`config.mk`:
```
export PLATFORM = sky130hd
export DESIGN_NAME = bsfeu_core
export DESIGN_NICKNAME = d
export VERILOG_FILES = /design/src/hdl/bsfeu_pkg.sv /design/src/hdl/bsfeu_core.sv /design/src/hdl/bsfeu_shifter.sv
export SDC_FILE = /design/constraint.sdc
export NUM_CORES = 1
export LEC_CHECK = 0
export ABC_CLOCK_PERIOD_IN_PS = 1860
export BUFFER_PORTS_ARGS = -buffer_cell sky130_fd_sc_hd__buf_2
export CORE_MARGIN = 5
export CORE_UTILIZATION = 49
export CTS_BUF_LIST = sky130_fd_sc_hd__clkbuf_8
export CTS_CLUSTER_SIZE = 8
export DETAILED_ROUTE_END_ITERATION = 8
export PLACE_DENSITY = 0.77
export SLEW_MARGIN = 5
export SYNTH_ARGS = -nofsm -noshare
export SYNTH_HDL_FRONTEND = slang
export SYNTH_SLANG_ARGS = --single-unit
```
`constraint.sdc`:
```
create_clock -name core_clk -period 1.86 [get_ports core_clk]
set_clock_uncertainty 0.15 [all_clocks]
set_input_delay 0.372 -clock core_clk [delete_from_list [all_inputs] [get_ports core_clk]]
set_output_delay 0.372 -clock core_clk [all_outputs]
set_load 0.05 [all_outputs]
```
`src/hdl/bsfeu_pkg.sv`:
```
// Functional notes
// (RQ1) clear_io_bit_op zeroes selected io bit, flags untouched, two cycles
// (RQ2) logical_left_shift_op: bit n to n+1, zero into bit 0, updates Z C N V
// (RQ3) logical_right_shift_op: bit n+1 to n, zero into bit 7, Z C N V, one cycle
// (RQ4) rotate_left_carry_op: carry into bit 0, bit 7 to carry, Z C N V, one cycle
// (RQ5) rotate_right_carry_op: carry into bit 7, bit 0 to carry, Z C N V, one cycle
// (RQ6) arith_right_shift_op keeps sign bit, shifts rest right, Z C N V, one cycle
// (RQ7) bit_to_transfer_flag_op copies selected source bit into T only
// (RQ8) transfer_flag_to_bit_op copies T into selected bit, no flag change
// (RQ9) overflow set and clear ops touch only V, one cycle
// (RQ10) half carry set and clear ops touch only H, one cycle
// (RQ11) signed flag set and clear ops touch only S, one cycle
// (RQ12) sleep: one cycle, no flags, pulses request to sleep logic
// (RQ13) watchdog_restart_op: one cycle, no flags, pulses watchdog restart
// (RQ14) break: debug only, pulses debug request, no flag change
// (RQ15) single flag ops for C N Z T I, indexed set and clear by 3-bit index
// (RQ16) nibble swap one cycle no flags; idle_op alters nothing
package bsfeu_pkg;
    // ==========================================
    // status flag positions
    localparam int FLAG_C = 0;
    localparam int FLAG_Z = 1;
    localparam int FLAG_N = 2;
    localparam int FLAG_V = 3;
    localparam int FLAG_S = 4;
    localparam int FLAG_H = 5;
    localparam int FLAG_T = 6;
    localparam int FLAG_I = 7;
    localparam logic [7:0] STATUS_RESET = 8'h00;
    localparam logic [1:0] IO_CLEAR_CYCLES = 2'h2;
    localparam logic [7:0] DATA_ZERO = 8'h00;

    // ==========================================
    // operation codes
    typedef enum logic [5:0] {
        idle_op                 = 6'h00,
        clear_io_bit_op         = 6'h01,
        logical_left_shift_op   = 6'h02,
        logical_right_shift_op  = 6'h03,
        rotate_left_carry_op    = 6'h04,
        rotate_right_carry_op   = 6'h05,
        arith_right_shift_op    = 6'h06,
        nibble_swap_op          = 6'h07,
        indexed_flag_set_op     = 6'h08,
        indexed_flag_clear_op   = 6'h09,
        bit_to_transfer_flag_op = 6'h0a,
        transfer_flag_to_bit_op = 6'h0b,
        carry_set_op            = 6'h0c,
        carry_clear_op          = 6'h0d,
        negative_set_op         = 6'h0e,
        negative_clear_op       = 6'h0f,
        zero_set_op             = 6'h10,
        zero_clear_op           = 6'h11,
        global_irq_enable_op    = 6'h12,
        global_irq_disable_op   = 6'h13,
        signed_flag_set_op      = 6'h14,
        signed_flag_clear_op    = 6'h15,
        overflow_set_op         = 6'h16,
        overflow_clear_op       = 6'h17,
        transfer_flag_set_op    = 6'h18,
        transfer_flag_clear_op  = 6'h19,
        half_carry_set_op       = 6'h1a,
        half_carry_clear_op     = 6'h1b,
        sleep_op                = 6'h1c,
        watchdog_restart_op     = 6'h1d,
        debug_break_op          = 6'h1e
    } bsfeu_op_type;

    typedef enum logic [1:0] {
        ST_READY    = 2'b00,
        ST_IO_WRITE = 2'b01
    } bsfeu_state_type;
endpackage : bsfeu_pkg

```
`src/hdl/bsfeu_core.sv`:
```
module bsfeu_core
    import bsfeu_pkg::*;
(
    input  wire logic       core_clk,
    input  wire logic       nrst,
    input  wire logic       op_valid,
    input  wire logic [5:0] op_code,
    input  wire logic [7:0] reg_in,
    input  wire logic [2:0] bit_sel,
    input  wire logic [4:0] io_addr,
    input  wire logic [7:0] io_rdata,
    output logic            op_ready,
    output logic            reg_we,
    output logic      [7:0] reg_out,
    output logic            io_we,
    output logic      [4:0] io_waddr,
    output logic      [7:0] io_wdata,
    output logic      [7:0] status_flag_register,
    output logic            sleep_req,
    output logic            wdog_restart,
    output logic            debug_break
);
    // ==========================================
    // decode and shifter
    bsfeu_op_type    op;
    bsfeu_state_type state_q;
    logic [7:0]      shift_res;
    logic            shift_c;
    logic            shift_flags;
    logic            take;

    assign op   = bsfeu_op_type'(op_code);
    assign take = op_valid && (state_q == ST_READY);

    function automatic logic [7:0] bit_mask(input logic [2:0] idx);
        bit_mask = 8'h01 << idx;
    endfunction : bit_mask

    bsfeu_shifter u_shift (
        .op          (op),
        .operand     (reg_in),
        .carry_in    (status_flag_register[FLAG_C]),
        .result      (shift_res),
        .carry_out   (shift_c),
        .flags_valid (shift_flags)
    );

    // ==========================================
    // sequencing: io clear holds a second cycle for the write-back
    always_ff @(posedge core_clk or negedge nrst) begin
        if (!nrst) begin
            state_q  <= ST_READY;
            op_ready <= 1'b1;
        end else begin
            case (state_q)
                ST_READY: begin
                    if (take && op == clear_io_bit_op) begin
                        state_q  <= ST_IO_WRITE; // RQ1
                        op_ready <= 1'b0;
                    end
                end
                default: begin
                    state_q  <= ST_READY;
                    op_ready <= 1'b1;
                end
            endcase
        end
    end

    // ==========================================
    // io write port; read data taken in the first cycle
    always_ff @(posedge core_clk or negedge nrst) begin
        if (!nrst) begin
            io_we    <= 1'b0;
            io_waddr <= 5'h00;
            io_wdata <= 8'h00;
        end else begin
            io_we <= 1'b0;
            if (take && op == clear_io_bit_op) begin
                io_we    <= 1'b1; // RQ1
                io_waddr <= io_addr;
                io_wdata <= io_rdata & ~bit_mask(bit_sel);
            end
        end
    end

    // ==========================================
    // register write-back
    always_ff @(posedge core_clk or negedge nrst) begin
        if (!nrst) begin
            reg_we  <= 1'b0;
            reg_out <= 8'h00;
        end else begin
            reg_we <= 1'b0;
            if (take) begin
                if (shift_flags) begin
                    reg_we  <= 1'b1;
                    reg_out <= shift_res;
                end else if (op == nibble_swap_op) begin
                    reg_we  <= 1'b1;
                    reg_out <= {reg_in[3:0], reg_in[7:4]}; // RQ16
                end else if (op == transfer_flag_to_bit_op) begin
                    reg_we  <= 1'b1;
                    reg_out <= status_flag_register[FLAG_T] ? // RQ8
                               (reg_in | bit_mask(bit_sel)) :
                               (reg_in & ~bit_mask(bit_sel));
                end
            end
        end
    end

    // ==========================================
    // status flags; every op not listed leaves them alone
    always_ff @(posedge core_clk or negedge nrst) begin
        if (!nrst) begin
            status_flag_register <= STATUS_RESET;
        end else if (take) begin
            if (shift_flags) begin
                // V = N xor C after shift, S = N xor V
                status_flag_register[FLAG_C] <= shift_c; // RQ2 RQ3 RQ4 RQ5 RQ6
                status_flag_register[FLAG_Z] <= (shift_res == DATA_ZERO);
                status_flag_register[FLAG_N] <= shift_res[7];
                status_flag_register[FLAG_V] <= shift_res[7] ^ shift_c;
                status_flag_register[FLAG_S] <= shift_c;
            end else begin
                case (op)
                    indexed_flag_set_op:     status_flag_register[bit_sel] <= 1'b1; // RQ15
                    indexed_flag_clear_op:   status_flag_register[bit_sel] <= 1'b0; // RQ15
                    bit_to_transfer_flag_op: status_flag_register[FLAG_T] <= reg_in[bit_sel]; // RQ7
                    carry_set_op:            status_flag_register[FLAG_C] <= 1'b1; // RQ15
                    carry_clear_op:          status_flag_register[FLAG_C] <= 1'b0; // RQ15
                    negative_set_op:         status_flag_register[FLAG_N] <= 1'b1; // RQ15
                    negative_clear_op:       status_flag_register[FLAG_N] <= 1'b0; // RQ15
                    zero_set_op:             status_flag_register[FLAG_Z] <= 1'b1; // RQ15
                    zero_clear_op:           status_flag_register[FLAG_Z] <= 1'b0; // RQ15
                    global_irq_enable_op:    status_flag_register[FLAG_I] <= 1'b1; // RQ15
                    global_irq_disable_op:   status_flag_register[FLAG_I] <= 1'b0; // RQ15
                    signed_flag_set_op:      status_flag_register[FLAG_S] <= 1'b1; // RQ11
                    signed_flag_clear_op:    status_flag_register[FLAG_S] <= 1'b0; // RQ11
                    overflow_set_op:         status_flag_register[FLAG_V] <= 1'b1; // RQ9
                    overflow_clear_op:       status_flag_register[FLAG_V] <= 1'b0; // RQ9
                    transfer_flag_set_op:    status_flag_register[FLAG_T] <= 1'b1; // RQ15
                    transfer_flag_clear_op:  status_flag_register[FLAG_T] <= 1'b0; // RQ15
                    half_carry_set_op:       status_flag_register[FLAG_H] <= 1'b1; // RQ10
                    half_carry_clear_op:     status_flag_register[FLAG_H] <= 1'b0; // RQ10
                    default: begin
                    end
                endcase
            end
        end
    end

    // ==========================================
    // control pulses to sleep, watchdog and debug logic
    always_ff @(posedge core_clk or negedge nrst) begin
        if (!nrst) begin
            sleep_req    <= 1'b0;
            wdog_restart <= 1'b0;
            debug_break  <= 1'b0;
        end else begin
            sleep_req    <= take && (op == sleep_op); // RQ12
            wdog_restart <= take && (op == watchdog_restart_op); // RQ13
            debug_break  <= take && (op == debug_break_op); // RQ14
        end
    end
endmodule : bsfeu_core

```
`src/hdl/bsfeu_shifter.sv`:
```
module bsfeu_shifter
    import bsfeu_pkg::*;
(
    input  bsfeu_op_type    op,
    input  wire logic [7:0] operand,
    input  wire logic       carry_in,
    output logic      [7:0] result,
    output logic            carry_out,
    output logic            flags_valid
);
    // ==========================================
    // combinational shift network
    always_comb begin
        result      = operand;
        carry_out   = carry_in;
        flags_valid = 1'b1;
        case (op)
            logical_left_shift_op: begin
                result    = {operand[6:0], 1'b0}; // RQ2
                carry_out = operand[7];
            end
            logical_right_shift_op: begin
                result    = {1'b0, operand[7:1]}; // RQ3
                carry_out = operand[0];
            end
            rotate_left_carry_op: begin
                result    = {operand[6:0], carry_in}; // RQ4
                carry_out = operand[7];
            end
            rotate_right_carry_op: begin
                result    = {carry_in, operand[7:1]}; // RQ5
                carry_out = operand[0];
            end
            arith_right_shift_op: begin
                result    = {operand[7], operand[7:1]}; // RQ6
                carry_out = operand[0];
            end
            default: begin
                flags_valid = 1'b0;
            end
        endcase
    end
endmodule : bsfeu_shifter

```
==> results.py <==
metrics = {
    "outcome": {
        "status": "finished, final reports clean",
    },
    "synthesis": {
        "synth_area_per_cell_um2": 8.23,
        "synth.yosys.seq_area_share": 0.373,
        "ys_ff_latch": 36,
        "async_flop_share": 1.00,
        "syn-cell-area_mm2": 0.00242,
        "ys.flop_type": "dfrtp_1",
        "netlist_instances": 294,
        "synth_edf_count": 0,
        "ys_warn_count": 0,
        "post-synth-top-area-cell": "dfrtp_1",
        "netlist_top_cells_area": "dfrtp_1, nand2_1, mux2i_1",
        "syn_nets": 327,
        "synth.top_cell.area_share": 0.362,
        "synth_cell_types": 57,
    },
    "clock_network": {
        "cts.htree.levels": 2,
        "cts_setup_buffers": 0,
        "clk-insertion-delay-late_ns": 0.29,
        "cts_tree": "yes",
        "numCtsBuffers": 5,
        "cts_max_path_buffers": 2,
        "clk_pin_slew_ns": 0.08,
        "clock-root-buffer": "clkbuf_8",
        "cts_sinks": 36,
    },
    "run": {
        "drv_cap": 0,
    },
    "critical_path": {
        "critPathMaxStageDelay_ns": 0.53,
        "cp_common_cell": "o21ai_1",
        "critPathCaptureType": "flip-flop",
        "crit_type": "input pin to flip-flop",
        "cp_max_fo": 12,
        "worst_ep_arrival_time_ns": 1.81,
        "worstPathRequired_ns": 1.88,
        "crit_path_start_kind": "input pin",
        "cp_cell_sequence": "buf_2 -> buf_4 -> or4b_4 -> o21ai_1 -> o21ai_1 -> a221oi_1 -> mux2i_1",
        "cp_slowest_cell": "or4b_4",
    },
    "detailed_routing": {
        "routedWlPerCell_um": 16.7,
        "finalWirelength_um": 7790,
        "ant_nets": 0,
        "drc": 0,
        "dr.pass1.iters": 5,
        "drtIter0Drc": 202,
        "avgViaCountPerCell": 5.75,
        "num_vias": 2678,
    },
    "floorplan": {
        "ioPinCount": 68,
        "die_w_um": 80.3,
        "initial_utilization": 0.509,
        "core_mm2": 0.00475,
        "rows": 25,
        "fp.dieArea_mm2": 0.00644,
        "dieHeight_um": 80.3,
    },
    "placement": {
        "place_area_mm2": 0.00316,
        "preCtsSetupSlack_ns": -0.355,
        "dpl.cell_count": 457,
        "port_buffers": 67,
        "dp_hpwl_um": 5850,
        "globalplace.congestion": 0.921,
    },
    "timing": {
        "slew_headroom": 0.664,
        "max_freq_mhz": 560,
        "finalSetupViolCount": 0,
        "rsz0062_at_grt": "no",
        "finalCriticalPeriod_ns": 1.79,
        "fin_tns_setup_ns": 0,
        "slew_viol_final": 0,
        "fin_ws_ns": 0.0737,
        "post-route-period-util": 0.960,
        "hold_viol": 0,
        "tightest_slew_ns": 0.503,
        "hold_ws_ns": 0.132,
    },
    "grt": {
        "grt_max_degree": 37,
        "antenna_found_initial": 0,
        "grt_usage": 0.250,
        "grt_first_pass_wirelength_um": 12600,
        "overflow": 0,
        "grt_pass1_vias": 2641,
    },
    "worst_hold_path": {
        "min_path_type": "input pin to flip-flop",
    },
    "power": {
        "power.total_mw": 2.89,
        "vdd_drop_max_v": 0.000454,
        "power_per_cell_area_mw_per_mm2": 861,
        "power_leakage_nw": 1.62,
    },
    "finish": {
        "fin_util": 0.706,
        "final_cell_mix": "buf_2, buf_4, nand2_1",
        "design_area_mm2": 0.00335,
        "n_fill_cell": 406,
        "syn_to_final_growth_pct": 38.7,
        "fin_cells": 466,
        "num_antenna_cells": 0,
        "layout_commonest_cell": "buf_2",
        "final_nets": 431,
        "drive_gt1_frac": 0.398,
    },
}
-- worst max-delay path: cells and delay by family --
family | cells | cell delay (ns)
AO/OA/AOI/OAI | 3 | 0.53
buffers and inverters | 2 | 0.27
multiplexers | 1 | 0.11
AND/OR/NAND/NOR | 1 | 0.53
-- registers in the layout, indices dropped and copies added (netlist names) --
register	flops
debug_break	1
reg_we	1
sleep_req	1
state_q	1
io_we	1
wdog_restart	1
reg_out	8
status_flag_register	8
io_wdata	8
op_ready	1
io_waddr	5
-- cell type report --
| type | instances | area [um2] | area share |
|---|---|---|---|
| multi-input cells | 225 | 1470 | 0.437 |
| repair buffers | 124 | 778 | 0.232 |
| inverters | 6 | 25.0 | 0.00746 |
| clock buffers | 7 | 96.3 | 0.0287 |
| flip-flops and latches | 36 | 902 | 0.269 |
| clock inverters | 1 | 3.75 | 0.00112 |
| well taps | 67 | 83.8 | 0.0250 |
-- synthesized netlist by cell type, drive strengths merged (3+ instances only) --
cell type	number
nand2b	7
or2	3
nor3	16
or4	3
nor3b	4
o211ai	6
clkbuf	12
or3	3
inv	6
a31oi	8
dfrtp	35
a22oi	3
o22ai	3
buf	15
a211oi	4
nand2	46
a21oi	19
nor2	23
a222oi	3
nand3b	8
a21o	3
nand3	10
o21ai	8
mux2i	12
-- worst paths after layout --
check                           cells after the start       start                 endpoint  slack, ns
worst min-delay path                                3  io_addr[4]              io_waddr[4]       0.13
worst max register to register                      5  state_q[0]              io_wdata[3]       0.13
max in group asynchronous                           3        nrst                 op_ready       0.70
worst min register to register                      1  state_q[0]                 op_ready       0.31
min in group asynchronous                           3        nrst                sleep_req       0.50
worst max-delay path                                7  op_code[3]  status_flag_register[4]       0.07
-- cell families after synthesis --
kind of cell	share of synthesized area
AND/OR/NAND/NOR	0.289
AO/OA/AOI/OAI	0.205
flip-flops	0.373
buffers and inverters	0.0667
multiplexers	0.0590
XOR/XNOR	0.00724
-- layer usage --
| metal | GRT usage | vias to the layer above | share of wire |
|---|---|---|---|
| met3 | 0.0426 | 15 | 0.077 |
| li1 | - | 1270 | - |
| met2 | 0.390 | 139 | 0.46 |
| met4 | 0.103 | 0 | 0.020 |
| met5 | 0 | - | 0 |
| met1 | 0.343 | 1254 | 0.44 |
-- power breakdown --
group	total (mW)	leakage [nW]	internal, mW	switching (mW)
sequential	1.03	0.455	0.924	0.102
clock	0.620	0.0557	0.333	0.287
combinational	1.24	1.11	0.377	0.865
total	2.89	1.62	1.63	1.25
-- repair_timing --
| action | in CTS | in global routing |
|---|---|---|
| resized for setup | 3 | 13 |
| endpoints found under the hold margin | 35 | 0 |
| setup endpoints to repair | 7 | 20 |
| hold buffers | 1 | 0 |
| pin swaps | 0 | 1 |
Note: power is estimated with default switching activity, not from simulation.
